**src/verilog/wdt_pkg.sv**
```systemverilog
// Shared constants for the watchdog and reset-cause block
package wdt_pkg;
    localparam logic [7:0] CTRL_ADDR      = 8'h21;
    localparam logic [7:0] CAUSE_ADDR     = 8'h34;
    localparam int         CTRL_IRQ_FLAG  = 7;
    localparam int         CTRL_IRQ_EN    = 6;
    localparam int         CTRL_PER_HI    = 5;
    localparam int         CTRL_UNLOCK    = 4;
    localparam int         CTRL_ENABLE    = 3;
    localparam int         CAUSE_DOG      = 3;
    localparam int         CAUSE_BROWN    = 2;
    localparam int         CAUSE_PIN      = 1;
    localparam int         CAUSE_POWERON  = 0;
    localparam logic [3:0] CAUSE_POR_VAL  = 4'h1;
    localparam logic [3:0] PERIOD_RST     = 4'h0;
    localparam logic [3:0] PERIOD_MAX     = 4'h9;
    localparam int         OSC_KHZ        = 128;
    localparam int         CNT_W          = 20;
    localparam logic [20:0] BASE_TICKS    = 21'h000800;
    localparam logic [2:0] UNLOCK_CYCLES  = 3'h4;
endpackage
```
**src/verilog/watchdog_reset_cause.sv**
```systemverilog
// Watchdog timer with timed unlock and the reset-cause status register
// Operation
// - Counter advances on rising edges of the separate 128 kHz oscillator.
// - The kick instruction clears the counter to zero.
// - Counter also clears when the watchdog is stopped or on chip reset.
// - Ten periods; expiry in reset mode resets the chip.
// - Fuse unprogrammed: starts disabled, enabling and period change free.
// - Fuse programmed: always enabled, enable bit reads one.
// - Level two period change: arm, then period write within four cycles.
// - Level two refuses every disable attempt.
// - Unlock bit clears itself four system clocks after being set.
// - Enable cleared only while unlock bit is one.
// - Enable and irq-enable select stopped, interrupt, reset or both.
// - Expiry with both bits set clears irq-enable in hardware.
// - Expiry in interrupt mode sets flag; vector or write one clears.
// - Interrupt request needs global enable, flag, and irq-enable or a pending combined-mode expiry.
// - Level one: enable forced while the dog reset-cause flag is set.
// - Cause bit 3 set by dog reset; cleared by power-on or zero write.
// - Cause bit 2 set by brown-out; cleared by power-on or zero write.
// - Cause bit 1 set by pin reset; cleared by power-on or zero write.
// - Cause bit 0 set by power-on, cleared by zero write; 7:4 read zero.
// - Control at 0x21: flag 7, irq-en 6, unlock 4, enable 3, period 5,2:0.
// - Period codes zero to nine give 2048 doubling to 1048576 ticks.
// - Reserved period codes fall back to a legal selection.
// - Dog reset is a one system clock pulse.
//
// Decided for this implementation: the address-and-strobe port.
`timescale 1ns/1ps
`default_nettype none
module watchdog_reset_cause (
    input  wire logic       clk,
    input  wire logic       rst_n,
    input  wire logic       porRst_n,
    input  wire logic       oscClk,
    input  wire logic       alwaysOnFuse,
    input  wire logic       pinResetEvent,
    input  wire logic       brownoutEvent,
    input  wire logic       kickInstruction,
    input  wire logic       irqVectorTaken,
    input  wire logic       globalIrqEnable,
    input  wire logic [7:0] regAddr,
    input  wire logic [7:0] regWdata,
    input  wire logic       regWrite,
    input  wire logic       regRead,
    output logic      [7:0] regRdata,
    output logic            timeoutIrqReq,
    output logic            dogResetPulse
);
    localparam int CW = wdt_pkg::CNT_W;

    // Last counter value for a period code; reserved codes use the longest
    function automatic logic [CW-1:0] lastTick(input logic [3:0] code);
        logic [3:0]  c;
        logic [20:0] span;
        c    = (code > wdt_pkg::PERIOD_MAX) ? wdt_pkg::PERIOD_MAX : code;
        span = (wdt_pkg::BASE_TICKS << c) - 21'h000001;
        return span[CW-1:0];
    endfunction

    logic [2:0]    oscSync_r;
    logic [1:0]    fuseSync_r;
    logic [2:0]    pinSync_r;
    logic [2:0]    brownSync_r;
    logic [CW-1:0] count_r;
    logic [CW-1:0] count_nxt;
    logic [3:0]    period_r;
    logic [3:0]    period_nxt;
    logic          enable_r;
    logic          enable_nxt;
    logic          irqEn_r;
    logic          irqEn_nxt;
    logic          irqFlag_r;
    logic          irqFlag_nxt;
    logic [2:0]    unlockCnt_r;
    logic [2:0]    unlockCnt_nxt;
    logic [3:0]    cause_r;
    logic [3:0]    cause_nxt;
    logic          comboPend_r;
    logic          comboPend_nxt;
    logic [7:0]    regRdata_r;
    logic          timeoutIrqReq_r;
    logic          dogResetPulse_r;

    wire fuseOn    = fuseSync_r[1];
    wire oscTick   = oscSync_r[1] & ~oscSync_r[2];
    wire pinEdge   = pinSync_r[1] & ~pinSync_r[2];
    wire brownEdge = brownSync_r[1] & ~brownSync_r[2];
    wire unlocked  = (unlockCnt_r != 3'h0);
    wire ctrlWr    = regWrite & (regAddr == wdt_pkg::CTRL_ADDR);
    wire causeWr   = regWrite & (regAddr == wdt_pkg::CAUSE_ADDR);
    wire wrIrqFlag = regWdata[wdt_pkg::CTRL_IRQ_FLAG];
    wire wrIrqEn   = regWdata[wdt_pkg::CTRL_IRQ_EN];
    wire wrUnlock  = regWdata[wdt_pkg::CTRL_UNLOCK];
    wire wrEnable  = regWdata[wdt_pkg::CTRL_ENABLE];
    wire [3:0] wrPeriod = {regWdata[wdt_pkg::CTRL_PER_HI], regWdata[2:0]};
    wire armWrite  = ctrlWr & wrUnlock & wrEnable;
    wire applyWr   = ctrlWr & ~wrUnlock & unlocked;

    // Effective enable: fuse pins it, the dog cause flag holds it at level one
    wire enableEff = fuseOn | enable_r | cause_r[wdt_pkg::CAUSE_DOG];
    wire running   = enableEff | irqEn_r;
    // Compare with >= so that a period shortened under a running count
    // still ends at once instead of wrapping through the whole counter
    wire atLast    = (count_r >= lastTick(period_r));
    wire expired   = oscTick & running & atLast;
    wire resetMode = enableEff & ~irqEn_r;
    wire toIrq     = expired & irqEn_r;
    wire toReset   = expired & ~irqEn_r & enableEff;

    wire [7:0] ctrlView = {irqFlag_r, irqEn_r, period_r[3], unlocked,
                           enableEff, period_r[2:0]};
    wire [7:0] causeView = {4'h0, cause_r};
    wire [7:0] readMux =
        (regAddr == wdt_pkg::CTRL_ADDR)  ? ctrlView  :
        (regAddr == wdt_pkg::CAUSE_ADDR) ? causeView : 8'h00;

    always_comb begin
        count_nxt = count_r;
        if (!running || kickInstruction || expired) begin
            count_nxt = '0;
        end else if (oscTick) begin
            count_nxt = count_r + 1'b1;
        end
    end

    always_comb begin
        unlockCnt_nxt = unlocked ? unlockCnt_r - 3'h1 : 3'h0;
        if (armWrite) begin
            unlockCnt_nxt = wdt_pkg::UNLOCK_CYCLES;
        end
    end

    always_comb begin
        enable_nxt = enable_r;
        period_nxt = period_r;
        if (ctrlWr && wrEnable) begin
            enable_nxt = 1'b1;
        end else if (applyWr && !fuseOn) begin
            enable_nxt = 1'b0;
        end
        if (ctrlWr && !fuseOn) begin
            period_nxt = wrPeriod;
        end else if (applyWr) begin
            period_nxt = wrPeriod;
        end
    end

    always_comb begin
        irqEn_nxt = irqEn_r;
        if (toIrq && enableEff) begin
            irqEn_nxt = 1'b0;
        end
        // A software write in the same cycle wins over the hardware clear
        if (ctrlWr) begin
            irqEn_nxt = wrIrqEn;
        end
        irqFlag_nxt = irqFlag_r;
        if (irqVectorTaken || (ctrlWr && wrIrqFlag)) begin
            irqFlag_nxt = 1'b0;
        end
        if (toIrq) begin
            irqFlag_nxt = 1'b1;
        end
        // Combined mode: the request must outlive the hardware clear of
        // irq-enable, so it is remembered until the flag goes away
        comboPend_nxt = comboPend_r;
        if (!irqFlag_nxt) begin
            comboPend_nxt = 1'b0;
        end
        if (toIrq && enableEff) begin
            comboPend_nxt = 1'b1;
        end
    end

    wire reqNxt = globalIrqEnable & irqFlag_nxt
                  & (irqEn_nxt | comboPend_nxt);

    always_comb begin
        cause_nxt = cause_r;
        if (causeWr) begin
            cause_nxt = cause_r & regWdata[3:0];
        end
        if (dogResetPulse_r) begin
            cause_nxt[wdt_pkg::CAUSE_DOG] = 1'b1;
        end
        if (brownEdge) begin
            cause_nxt[wdt_pkg::CAUSE_BROWN] = 1'b1;
        end
        if (pinEdge) begin
            cause_nxt[wdt_pkg::CAUSE_PIN] = 1'b1;
        end
    end

    // Of the resets only a power-on clears the causes; chip resets must not erase them
    always_ff @(posedge clk or negedge porRst_n) begin
        if (!porRst_n) begin
            cause_r     <= wdt_pkg::CAUSE_POR_VAL;
            pinSync_r   <= 3'h0;
            brownSync_r <= 3'h0;
        end else begin
            cause_r     <= cause_nxt;
            pinSync_r   <= {pinSync_r[1:0], pinResetEvent};
            brownSync_r <= {brownSync_r[1:0], brownoutEvent};
        end
    end

    always_ff @(posedge clk or negedge rst_n) begin
        if (!rst_n) begin
            oscSync_r  <= 3'h0;
            fuseSync_r <= 2'h0;
        end else begin
            oscSync_r  <= {oscSync_r[1:0], oscClk};
            fuseSync_r <= {fuseSync_r[0], alwaysOnFuse};
        end
    end

    always_ff @(posedge clk or negedge rst_n) begin
        if (!rst_n) begin
            count_r     <= '0;
            period_r    <= wdt_pkg::PERIOD_RST;
            enable_r    <= 1'b0;
            irqEn_r     <= 1'b0;
            irqFlag_r   <= 1'b0;
            comboPend_r <= 1'b0;
            unlockCnt_r <= 3'h0;
        end else begin
            count_r     <= count_nxt;
            period_r    <= period_nxt;
            enable_r    <= enable_nxt;
            irqEn_r     <= irqEn_nxt;
            irqFlag_r   <= irqFlag_nxt;
            comboPend_r <= comboPend_nxt;
            unlockCnt_r <= unlockCnt_nxt;
        end
    end

    always_ff @(posedge clk or negedge rst_n) begin
        if (!rst_n) begin
            regRdata_r      <= 8'h00;
            timeoutIrqReq_r <= 1'b0;
            dogResetPulse_r <= 1'b0;
        end else begin
            regRdata_r      <= regRead ? readMux : 8'h00;
            timeoutIrqReq_r <= reqNxt;
            dogResetPulse_r <= toReset;
        end
    end

    assign regRdata      = regRdata_r;
    assign timeoutIrqReq = timeoutIrqReq_r;
    assign dogResetPulse = dogResetPulse_r;

    AST_UNLOCK_WINDOW: assert property (@(posedge clk) disable iff (!rst_n)
        armWrite |=> unlocked [*4] ##1 (!unlocked || $past(armWrite)))
        else $error("unlock window not four cycles");
    AST_UNLOCK_BOUND: assert property (@(posedge clk) disable iff (!rst_n)
        unlockCnt_r <= wdt_pkg::UNLOCK_CYCLES)
        else $error("unlock counter out of range");
    AST_FUSE_READS_ONE: assert property (@(posedge clk) disable iff (!rst_n)
        (regRead && regAddr == wdt_pkg::CTRL_ADDR && fuseOn && $past(fuseOn))
        |=> regRdata[wdt_pkg::CTRL_ENABLE])
        else $error("enable bit not one under fuse");
    AST_LEVEL2_STAYS_ON: assert property (@(posedge clk) disable iff (!rst_n)
        (fuseOn && $past(fuseOn) && armWrite) ##1 applyWr |=> enableEff)
        else $error("level two watchdog was disabled");
    AST_LOCKED_DISABLE: assert property (@(posedge clk) disable iff (!rst_n)
        (ctrlWr && !wrEnable && !unlocked && enable_r) |=> enable_r)
        else $error("enable cleared without unlock");
    AST_PULSE_ONE_CYCLE: assert property (@(posedge clk) disable iff (!rst_n)
        $rose(dogResetPulse_r) |=> !dogResetPulse_r)
        else $error("dog reset pulse longer than a cycle");
    AST_DOG_CAUSE_SET: assert property (@(posedge clk) disable iff (!porRst_n)
        dogResetPulse_r |=> cause_r[wdt_pkg::CAUSE_DOG])
        else $error("dog cause flag not set");
    AST_KICK_CLEARS: assert property (@(posedge clk) disable iff (!rst_n)
        kickInstruction |=> count_r == '0)
        else $error("kick did not clear counter");
    AST_STOPPED_ZERO: assert property (@(posedge clk) disable iff (!rst_n)
        !running |=> count_r == '0)
        else $error("stopped counter not zero");
    AST_IE_AUTOCLEAR: assert property (@(posedge clk) disable iff (!rst_n)
        (toIrq && enableEff && !ctrlWr) |=> !irqEn_r && irqFlag_r)
        else $error("irq enable not cleared on expiry");
    AST_IRQ_GATING: assert property (@(posedge clk) disable iff (!rst_n)
        timeoutIrqReq_r == $past(reqNxt))
        else $error("interrupt request gating wrong");

    AST_FLAG_SET: assert property (@(posedge clk) disable iff (!rst_n)
        toIrq |=> irqFlag_r)
        else $error("expiry did not set the irq flag");

    AST_FLAG_VECTOR: assert property (@(posedge clk) disable iff (!rst_n)
        (irqVectorTaken && !toIrq) |=> !irqFlag_r)
        else $error("vector did not clear the irq flag");

    AST_FLAG_W1C: assert property (@(posedge clk) disable iff (!rst_n)
        (ctrlWr && wrIrqFlag && !toIrq) |=> !irqFlag_r)
        else $error("write one did not clear the irq flag");

    AST_COMBO_REQ: assert property (@(posedge clk) disable iff (!rst_n)
        (toIrq && enableEff && globalIrqEnable) |=> timeoutIrqReq_r)
        else $error("combined mode gave no interrupt request");

    AST_RESET_MODE: assert property (@(posedge clk) disable iff (!rst_n)
        dogResetPulse_r |-> $past(resetMode))
        else $error("reset pulse outside reset mode");

    AST_ENABLE_ON_WRITE: assert property (@(posedge clk) disable iff (!rst_n)
        (ctrlWr && wrEnable) |=> enable_r)
        else $error("enable write did not enable");

    AST_LEVEL1_PERIOD: assert property (@(posedge clk) disable iff (!rst_n)
        (!fuseOn && ctrlWr) |=> period_r == $past(wrPeriod))
        else $error("level one period write lost");

    AST_PERIOD_LOCKED: assert property (@(posedge clk) disable iff (!rst_n)
        (fuseOn && ctrlWr && !applyWr) |=> $stable(period_r))
        else $error("level two period changed without unlock");

    AST_PERIOD_APPLY: assert property (@(posedge clk) disable iff (!rst_n)
        (fuseOn && applyWr) |=> period_r == $past(wrPeriod))
        else $error("level two period write in window lost");

    AST_DOG_FORCES_ON: assert property (@(posedge clk) disable iff (!rst_n)
        (regRead && regAddr == wdt_pkg::CTRL_ADDR
         && cause_r[wdt_pkg::CAUSE_DOG]) |=> regRdata[wdt_pkg::CTRL_ENABLE])
        else $error("enable not forced by dog cause flag");

    AST_UNMAPPED_ZERO: assert property (@(posedge clk) disable iff (!rst_n)
        (regRead && regAddr != wdt_pkg::CTRL_ADDR
         && regAddr != wdt_pkg::CAUSE_ADDR) |=> regRdata == 8'h00)
        else $error("unmapped read not zero");

    AST_IDLE_READ_ZERO: assert property (@(posedge clk) disable iff (!rst_n)
        !regRead |=> regRdata == 8'h00)
        else $error("read data outside its cycle");

    AST_CAUSE_TOP_ZERO: assert property (@(posedge clk) disable iff (!rst_n)
        (regRead && regAddr == wdt_pkg::CAUSE_ADDR) |=> regRdata[7:4] == 4'h0)
        else $error("cause upper bits not zero");

    AST_BROWN_SET: assert property (@(posedge clk) disable iff (!porRst_n)
        brownEdge |=> cause_r[wdt_pkg::CAUSE_BROWN])
        else $error("brown-out cause flag not set");

    AST_PIN_SET: assert property (@(posedge clk) disable iff (!porRst_n)
        pinEdge |=> cause_r[wdt_pkg::CAUSE_PIN])
        else $error("pin cause flag not set");

    AST_CAUSE_W1_KEEPS: assert property (@(posedge clk) disable iff (!porRst_n)
        (causeWr && regWdata[wdt_pkg::CAUSE_POWERON]
         && cause_r[wdt_pkg::CAUSE_POWERON]) |=> cause_r[wdt_pkg::CAUSE_POWERON])
        else $error("write one changed a cause flag");

    AST_COUNT_ADVANCE: assert property (@(posedge clk) disable iff (!rst_n)
        (oscTick && running && !kickInstruction && !expired)
        |=> count_r == $past(count_r) + 1'b1)
        else $error("counter did not advance on a tick");

    COV_RESET_TIMEOUT: cover property (@(posedge clk) disable iff (!rst_n)
        dogResetPulse_r);
    COV_IRQ_TIMEOUT: cover property (@(posedge clk) disable iff (!rst_n)
        toIrq && enableEff);
    COV_DISABLE_SEQ: cover property (@(posedge clk) disable iff (!rst_n)
        armWrite ##[1:4] (applyWr && !wrEnable));
    COV_PERIOD_LEVEL2: cover property (@(posedge clk) disable iff (!rst_n)
        fuseOn && armWrite ##[1:4] applyWr);

    COV_COMBO_REQ: cover property (@(posedge clk) disable iff (!rst_n)
        comboPend_r && timeoutIrqReq_r);
endmodule
`default_nettype wire

```
**config.mk**
```make
export PLATFORM = sky130hd
export DESIGN_NAME = watchdog_reset_cause
export DESIGN_NICKNAME = d
export VERILOG_FILES = /design/src/verilog/wdt_pkg.sv /design/src/verilog/watchdog_reset_cause.sv
export SDC_FILE = /design/constraint.sdc
export NUM_CORES = 1
export LEC_CHECK = 0
export ABC_CLOCK_PERIOD_IN_PS = 3160
export BUFFER_PORTS_ARGS = -buffer_cell sky130_fd_sc_hd__buf_2
export CAP_MARGIN = 0
export CORE_MARGIN = 5
export CORE_UTILIZATION = 50
export CTS_BUF_LIST = sky130_fd_sc_hd__clkbuf_4
export DETAILED_ROUTE_END_ITERATION = 8
export GPL_ROUTABILITY_DRIVEN = 0
export PLACE_DENSITY_LB_ADDON = 0.05
export SLEW_MARGIN = 20
export SYNTH_ARGS = -nofsm -noshare
export SYNTH_HDL_FRONTEND = slang
export SYNTH_SLANG_ARGS = --single-unit
```
**constraint.sdc**
```tcl
create_clock -name clk -period 3.16 [get_ports clk]
set_input_delay 0.474 -clock clk [delete_from_list [all_inputs] [get_ports clk]]
set_output_delay 0.474 -clock clk [all_outputs]
set_load 0.05 [all_outputs]
```
==> results of run 1 <==
flip-flops by register name, indices dropped and copies added (netlist names):
signal,cells
oscSync_r,3
brownSync_r,3
count_r,20
cause_r,4
pinSync_r,3
dogResetPulse,1
unlockCnt_r,3
irqFlag_r,1
irqEn_r,1
fuseSync_r,2
timeoutIrqReq,1
period_r,4
enable_r,1
regRdata,8
comboPend_r,1
layout make-up:
type,count,area (um^2),area share
well taps,70,87.6,0.0284
multi-input cells,188,1260,0.407
flip-flops and latches,56,1400,0.455
inverters,10,37.5,0.0122
clock buffers,5,37.5,0.0122
repair buffers,44,243,0.0786
clock inverters,3,22.5,0.00729
Yosys cell counts, drive strengths merged (2+ instances only):
| library cell | instances |
|---|---|
| dfrtp | 55 |
| nor2 | 31 |
| nand2 | 25 |
| o21ai | 18 |
| ha | 13 |
| nor3 | 13 |
| inv | 10 |
| a21oi | 9 |
| nand3 | 9 |
| xnor2 | 9 |
| xor2 | 9 |
| nand4 | 8 |
| and3 | 5 |
| clkbuf | 4 |
| mux2 | 4 |
| nor4 | 4 |
| a22oi | 3 |
| a21o | 2 |
| and4 | 2 |
| buf | 2 |
| nand2b | 2 |
| nand3b | 2 |
| nor2b | 2 |
| o31ai | 2 |
| o41ai | 2 |
| or3 | 2 |
report_power, final:
part	switching, mW	internal [mW]
registers	0.00819	0.728
logic	0.0686	0.0415
clock network	0.233	0.0906
total	0.310	0.860
worst max-delay path: cells and delay by family, from the launching register on:
family / cells / cell delay, ps
DFF: 1 / 420
adders and majority gates: 2 / 600
AOI/OAI and AO/OA: 5 / 1000
and+or+nand+nor: 5 / 660
muxes: 1 / 110
how the worst min path moves through the flow:
stage / start / endpoint / slack (ps) / cells after the start
floorplan: porRst_n / brownSync_r[0] / 180 / 0
detailed placement: porRst_n / pinSync_r[0] / 340 / 1
CTS: pinResetEvent / pinSync_r[0] / 170 / 1
global placement: fuseSync_r[0] / fuseSync_r[1] / 330 / 0
global route: rst_n / count_r[4] / 100 / 1
finish: rst_n / count_r[5] / 70 / 1
through the flow:
stage,cell area (um^2),setup WS (ps)
after floorplan,2710,155
after global placement,3000,265
after detailed placement,3000,104
after CTS,3070,52.0
after global routing,3090,13.9
final,3090,270
kinds of logic after synthesis:
| family | count (synthesis) | share of synthesized area |
|---|---|---|
| DFF | 56 | 0.517 |
| xor gates and xnor gates | 18 | 0.0581 |
| muxes | 5 | 0.0203 |
| and+or+nand+nor | 110 | 0.204 |
| AOI/OAI and AO/OA | 42 | 0.116 |
| adders and majority gates | 13 | 0.0599 |
| buffers and inverters | 16 | 0.0249 |
repair_timing:
action / CTS / global route
resized for setup: 0 / 5
hold buffers: 1 / 0
endpoints found under the hold margin: 9 / 0
endpoints found under the setup margin: 0 / 20
per-layer routing:
| metal | global-route usage | wire, um | up-vias |
|---|---|---|---|
| met2 | 0.274 | 2650 | 40 |
| met5 | 0 | 0 | - |
| met1 | 0.230 | 2640 | 978 |
| li1 | - | - | 1000 |
| met4 | 0.0482 | 68 | 0 |
| met3 | 0.0336 | 198 | 8 |
==> qor.yml, run 1 <==
worst_hold_slack_ps: 67.5
r2r-end: "timeoutIrqReq"
cp_slowest_cell: "dfrtp_1"
h-tree-depth: 2
p_per_area_nw_per_um2: 379
track_usage: 0.169
mostFrequentLayoutCells: "54 x dfrtp_1, 36 x buf_2, 30 x nor2_1"
post_drt_wl_per_cell_um: 14.8
place_hpwl_um: 4190
tightest_slew_ps: 772
cts.sinks: 56
ys_seq_area_frac: 0.517
vias_per_cell: 5.39
dp_cells: 367
total_power_mw: 1.17
synth_top_area_cell: "dfrtp_1"
antenna_left: 0
mostFrequentLayoutCell: "dfrtp_1"
fp.dieW_um: 83.7
die_area_um2: 7000
cts_buffer_depth: 2
cts_root_buffer: "clkbuf_4"
crit_chain: "nor2_2 -> nand3b_1 -> ha_1 -> nor3_2 -> mux2i_1 -> nor2_1 -> a21oi_1 -> ha_1 -> a21oi_1 -> o21ai_1 -> a221oi_4 -> nor3_1 -> o311a_1"
cp-end-kind: "register"
grt_pass1_vias: 2010
core_um2: 5200
grt_pass1_wl_um: 9620
r2r_cells: 13
fin_cells: 376
endpoint: "timeoutIrqReq"
rsz0062_at_grt: "no"
fin_crit_sh: 0.914
regToRegSetupSlack_ps: 270
synth_flop_cell: "dfrtp_1"
grt_max_degree: 47
grt-ovfl-total: 0
drt_iter0_markers: 71
max_stage_delay_ps: 420
antennaDiodeCount: 0
fin_crit_ps: 2890
fmax_ghz: 0.346
hp-class: "input pin to asynchronous set/reset pin"
start_util: 0.521
nNetsFinal: 346
worstSetupPathType: "register to register"
worst_ep_arrival_time_ps: 3180
num-fill-cells: 460
area_delta_synth_final_pct: 13.8
layout-drive-gt1-share: 0.229
postCtsSetupBuffers: 0
cts_inserted_buffers: 5
final_core_util: 0.593
netlist_instances: 260
yosysWarnings: 0
synth_seq_cells: 56
ys_types: 47
syn_avg_cell_area_um2: 10.4
worstPathRequired_ps: 3450
async_reset_ff_frac: 1.00
syn_nets: 301
synth_top_area_share: 0.507
routed-via-count: 2026
r2r-start: "period_r[3]"
setup_viol: 0
clk_latency_ps: 380
synth_edf_count: 0
yosys-top-cells-area: "dfrtp_1 51%, ha_1 6.0%, nor2_1 4.3%"
synthesis.area_um2: 2710
cap_viol_max_count: 0
rows: 26
ios: 38
antenna_found_initial: 0
finClkSkew_ps: 10.4
power.leakage_nw: 1.47
hold_viol: 0
setup_tns_ps: 0
portBuffers: 37
start_kind: "register"
worstPathMaxFanout: 6
cts_tree: "done"
relSlewSlack: 0.483
drv_slew: 0
cts.clk_slew.worst_paths_ps: 160
die_h_um: 83.7
startpoint: "period_r[3]"
drc: 0
wirelength_um: 5560
peakVddDrop_uv: 266
status: "completed"
firstDrtPassIters: 4
Power figures use the tool's default switching activity.
==> run 2, diff against run 1 <==
- ABC_CLOCK_PERIOD_IN_PS: 3160 -> 2600
- CAP_MARGIN: 0 -> default
- clock period: 3.16 -> 2.6 ns (I/O delays scaled with it)
==> run 2 against run 1 <==
Effect of this change:
- the run now ends with setup timing left
- largest cell class unchanged
- non-clock buffer count up 10
- sequential share of layout area down 3.5 points
- die area unchanged
- clock skew up 3.1 ps
- setup slack worse by 400 ps
- sequential power up 21%
- design area up 8.2%
- clock power up 48%
- power up 32%
- first-iteration DRC count up 46%
- hold slack better by 41 ps
- critical path depth unchanged
==> qor.yml, run 2 (synthesis results as in run 1) <==
status: "finished, violations left"
antenna_found_initial: 0  # unchanged
place_hpwl_um: 4260  # +1.6%
cts.clk_slew.worst_paths_ps: 160  # about the same
timing.final.ws_setup_ps: -132  # -403 ps
post_drt_wl_per_cell_um: 14.8  # +0.16%
register_area_um2: 1400  # about the same
hp-class: "input pin to register"
worst_hold_slack_ps: 108  # +40.8 ps
hold_depth: 1
worst_ep_arrival_time_ps: 3010  # -170 ps
rsz0062_at_grt: "yes"
mostFrequentLayoutCells: "55 x dfrtp_1, 37 x buf_2, 25 x nand2_1"
worstPathMaxFanout: 6  # unchanged
drv_slew: 0  # unchanged
h-tree-depth: 2  # unchanged
track_usage: 0.173  # +0.00444
grt_pass1_wl_um: 9960  # +3.6%
wirelength_um: 5710  # +2.8%
path_delay_family: "compound AO/OA/AOI/OAI gates"
clk_latency_ps: 380  # about the same
startpoint: "period_r[2]"
start_kind: "register"
largest_reg_flops: 20  # unchanged
start_util: 0.521  # unchanged
setup_tns_ps: -1130  # -1130 ps
hold_viol: 0  # unchanged
regToRegSetupSlack_ps: -130  # -400 ps
relSlewSlack: 0.524  # +0.0412
critPathBufInv: 0  # unchanged
cts_buffer_depth: 2  # unchanged
endpoint: "timeoutIrqReq"
layout-drive-gt1-share: 0.313  # +0.0845
grt_pass1_vias: 2136  # +6.3%
worstSetupPathType: "register to register"
die_h_um: 83.7  # unchanged
cts.sinks: 56  # unchanged
mostFrequentLayoutCell: "dfrtp_1"
num-fill-cells: 456  # -0.87%
r2r-start: "period_r[2]"
fin_crit_ps: 2730  # -157 ps
drt_iter0_markers: 104  # +46%
worstPathRequired_ps: 2870  # -580 ps
power.leakage_nw: 1.55  # +5.3%
routed-via-count: 2068  # +2.1%
cts_inserted_buffers: 5  # unchanged
cp_num_cells: 13  # unchanged
cp_slowest_cell: "dfrtp_1"
area_delta_synth_final_pct: 23.1
crit_chain: "nor2_4 -> nand3b_1 -> ha_4 -> nor3_4 -> mux2i_1 -> nor2_1 -> a21oi_1 -> ha_1 -> a21oi_2 -> o21ai_2 -> a221oi_4 -> nor3_2 -> o311a_1"
r2r-end: "timeoutIrqReq"
fin_crit_sh: 1.05  # +0.136
grt_max_degree: 26  # -45%
core_um2: 5200  # unchanged
multi_input_area_um2: 1380  # +10%
finClkSkew_ps: 13.5  # +3.14 ps
die_area_um2: 7000  # unchanged
max_stage_delay_ps: 440  # +20 ps
setup_viol: 22  # +22
ios: 38  # unchanged
antenna_left: 0  # unchanged
firstDrtPassIters: 4  # unchanged
top_register: "count_r"
drc: 0  # unchanged
tightest_slew_ps: 710  # -61.4 ps
vias_per_cell: 5.36  # -0.57%
fmax_ghz: 0.366  # +5.8%
cp-end-kind: "register"
nNetsFinal: 356  # +2.9%
peakVddDrop_uv: 351  # +32%
fp.dieW_um: 83.7  # unchanged
antennaDiodeCount: 0  # unchanged
rows: 26  # unchanged
cts_tree: "done"
r2r_cells: 13  # unchanged
violations: "setup timing"
p_per_area_nw_per_um2: 461  # +22%
grt-ovfl-total: 0  # unchanged
cap_viol_max_count: 0  # unchanged
cts_root_buffer: "clkbuf_4"
portBuffers: 37  # unchanged
[run 2: cell type report]
type	count	area share
timing repair buffer	54	0.105
inverter	10	0.0112
clock inverter	2	0.0105
tap	70	0.0262
multi-input combinational	188	0.413
clock buffer	6	0.0135
sequential	56	0.420
[run 2: worst min path at each step]
stage,slack (ps),from,to
final,110,alwaysOnFuse,fuseSync_r[0]
after global routing,60,oscClk,oscSync_r[0]
after CTS,90,pinResetEvent,pinSync_r[0]
after detailed placement,250,porRst_n,brownSync_r[2]
after global placement,250,porRst_n,brownSync_r[0]
after floorplan,90,porRst_n,brownSync_r[0]
[run 2: through the flow]
stage	utilization	total power [mW]	cell area [um^2]	std cells	worst slack, ps
after detailed placement	0.596	1.07	3100	375	-118
final	0.642	1.54	3340	386	-132
after CTS	0.624	1.56	3250	386	-127
after global routing	0.642	1.62	3340	386	-311
after global placement	0.596	1.06	3100	375	-47.1
after floorplan	-	0.985	2750	260	-138
[run 2: layer usage]
layer	share of wire	wire [um]	vias to the layer above	GRT usage
met5	0	0	-	0
met4	0.016	92	0	0.0541
met3	0.047	267	8	0.0405
met2	0.50	2880	43	0.293
met1	0.43	2470	996	0.220
li1	-	-	1021	-
[run 2: power by group]
group,internal (mW),switching [mW]
clock network,0.212,0.268
logic,0.0697,0.0964
registers,0.885,0.00942
[run 2: timing repair]
item	in CTS	in global routing
gates resized for setup	10	24
pin swaps	4	7
hold endpoints to repair	30	0
buffers inserted	1	0
setup endpoints to repair	22	25
hold buffers	2	0
cloned	0	1
==> run 3, diff against run 2 <==
- ABC_CLOCK_PERIOD_IN_PS: 2600 -> 3200
- clock period: 2.6 -> 3.2 ns (I/O delays scaled with it)
==> run 3 against run 2 <==
Effect of this change:
- the run now ends clean
- die area is the same
- first-iteration DRC count down 45%
- setup slack improved by 380 ps
- combinational power decreased by 35%
- design area shrank 6.6%
- sequential power down 19%
- largest power group unchanged
- sequential share of layout area grew 2.9 points
- critical path depth did not move
- register-to-register slack gained 380 ps
- utilization decreased by 4.2 points
- clock skew grew 1.6 ps
- non-clock buffer count fell by 13
==> qor.yml, run 3 (synthesis results as in run 1) <==
regToRegSetupSlack_ps: 250  # +380 ps
grt_pass1_vias: 2066  # -3.3%
intPower_mw: 1.01  # -13%
cts_tree: "done"
finClkSkew_ps: 15.1  # +1.61 ps
start_kind: "register"
grt_use_met2: 0.274  # -0.0188
worstPathMaxFanout: 6  # unchanged
pwr-share-clk: 0.362  # +0.050
antennaDiodeCount: 0  # unchanged
cts.clk_slew.worst_paths_ps: 170  # about the same
nNetsFinal: 343  # -3.7%
max_stage_delay_ps: 470  # +30 ps
cts_inserted_buffers: 5  # unchanged
core_um2: 5200  # unchanged
r2r-start: "period_r[3]"
h-tree-depth: 2  # unchanged
layout-drive-gt1-share: 0.218  # -0.0955
fin_crit_ps: 2950  # +220 ps
cts_buffer_depth: 2  # unchanged
hp-class: "input pin to asynchronous set/reset pin"
routed-via-count: 2036  # -1.5%
worstPathRequired_ps: 3490  # +620 ps
mostFrequentLayoutCells: "55 x dfrtp_1, 36 x buf_2, 30 x nor2_1"
p_sw_mw: 0.299  # -20%
die_h_um: 83.7  # unchanged
mostFrequentLayoutCell: "dfrtp_1"
die_area_um2: 7000  # unchanged
grt-ovfl-total: 0  # unchanged
rows: 26  # unchanged
grt_use_met1: 0.240  # +0.0206
crit_chain: "nor2_2 -> nand3b_1 -> ha_1 -> nor3_2 -> mux2i_1 -> nor2_1 -> a21oi_1 -> ha_1 -> a21oi_1 -> o21ai_1 -> a221oi_4 -> nor3_1 -> o311a_1"
drv_slew: 0  # unchanged
r2r_cells: 13  # unchanged
antenna_left: 0  # unchanged
hold_viol: 0  # unchanged
start_util: 0.521  # unchanged
pwr-share-seq: 0.555  # -0.025
worst_ep_arrival_time_ps: 3240  # +230 ps
fp.dieW_um: 83.7  # unchanged
power.leakage_nw: 1.48  # -4.3%
cts_root_buffer: "clkbuf_4"
postCtsSetupBuffers: 0  # -1
grt_max_degree: 47  # +81%
swShare: 0.228  # -0.0147
peakVddDrop_uv: 268  # -24%
worst_hold_slack_ps: 83.3  # -24.9 ps
cp_slowest_cell: "dfrtp_1"
r2r-end: "timeoutIrqReq"
drc: 0  # unchanged
vias_per_cell: 5.46  # +1.9%
p_comb_frac: 0.083  # -0.025
critPathBufInv: 0  # unchanged
drt_iter0_markers: 57  # -45%
cts.sinks: 56  # unchanged
top_register: "count_r"
final_core_util: 0.600  # -0.0421
portBuffers: 37  # unchanged
firstDrtPassIters: 5  # +1
fmax_ghz: 0.339  # -7.4%
antenna_found_initial: 0  # unchanged
status: "completed"
tightest_slew_ps: 696  # -14.5 ps
track_usage: 0.172  # -0.00156
setup_tns_ps: 0  # +1130 ps
met3_usage: 0.0346  # -0.00592
cap_viol_max_count: 0  # unchanged
cp-end-kind: "register"
busiest_layer: "met2"
worstSetupPathType: "register to register"
rsz0062_at_grt: "no"
p_per_area_nw_per_um2: 420  # -8.9%
fin_crit_sh: 0.922  # -0.128
post_drt_wl_per_cell_um: 14.9  # +0.33%
ios: 38  # unchanged
wirelength_um: 5540  # -3.0%
area_delta_synth_final_pct: 15.0
clk_latency_ps: 380  # about the same
path_delay_family: "compound AO/OA/AOI/OAI gates"
place_hpwl_um: 4110  # -3.6%
grt_pass1_wl_um: 9850  # -1.1%
largest_reg_flops: 20  # unchanged
setup_viol: 0  # -100%
relSlewSlack: 0.533  # +0.00971
run 3: cell types whose count changed in the layout (fill, tap and decap cells not counted), sizes merged:
| cell | change |
|---|---|
| bufinv | +1 |
| clkinv | -1 |
| dlygate4sd3 | -1 |
| clkbuf | -1 |
| buf | -11 |
run 3: power groups by stage:
stage / clock, mW / combinational [mW] / sequential, mW
2_1_floorplan: 0 / 0.0573 / 0.738
3_3_place_gp: 0 / 0.102 / 0.741
3_5_place_dp: 0 / 0.105 / 0.741
4_1_cts: 0.488 / 0.107 / 0.728
5_1_grt: 0.526 / 0.123 / 0.731
6_report: 0.475 / 0.108 / 0.728
run 3: layer usage:
layer	part of all wire	up-vias
met5	0	-
met2	0.48	38
met3	0.033	9
li1	-	1001
met1	0.47	988
met4	0.011	0
run 3: final cells by class:
type	count	area [um^2]
Clock buffer	6	45.0
Clock inverter	2	60.1
Fill cell	481	2080
Inverter	10	37.5
Multi-Input combinational cell	188	1260
Sequential cell	56	1400
Tap cell	70	87.6
Timing Repair Buffer	41	233
run 3: worst max-delay path by stage:
stage	from	to	slack, ps	cells after the start
final	period_r[3]	timeoutIrqReq	250	13
after global routing	period_r[3]	timeoutIrqReq	80	13
after CTS	period_r[3]	timeoutIrqReq	70	13
after detailed placement	period_r[3]	timeoutIrqReq	100	13
after global placement	period_r[3]	timeoutIrqReq	230	13
after floorplan	period_r[2]	timeoutIrqReq	190	14
run 3: through the flow:
| stage | cells | worst slack [ps] | instance area, um^2 | power, mW |
|---|---|---|---|---|
| after floorplan | 260 | 195 | 2710 | 0.795 |
| after global placement | 364 | 233 | 2990 | 0.843 |
| after detailed placement | 364 | 101 | 2990 | 0.846 |
| after CTS | 373 | 72.6 | 3110 | 1.32 |
| after global routing | 373 | 84.2 | 3120 | 1.38 |
| final | 373 | 248 | 3120 | 1.31 |
run 3: timing repair:
action	4_1_cts	5_1_grt
setup endpoints to repair	0	21
hold endpoints to repair	9	0
hold buffers	1	0
resized for setup	0	4
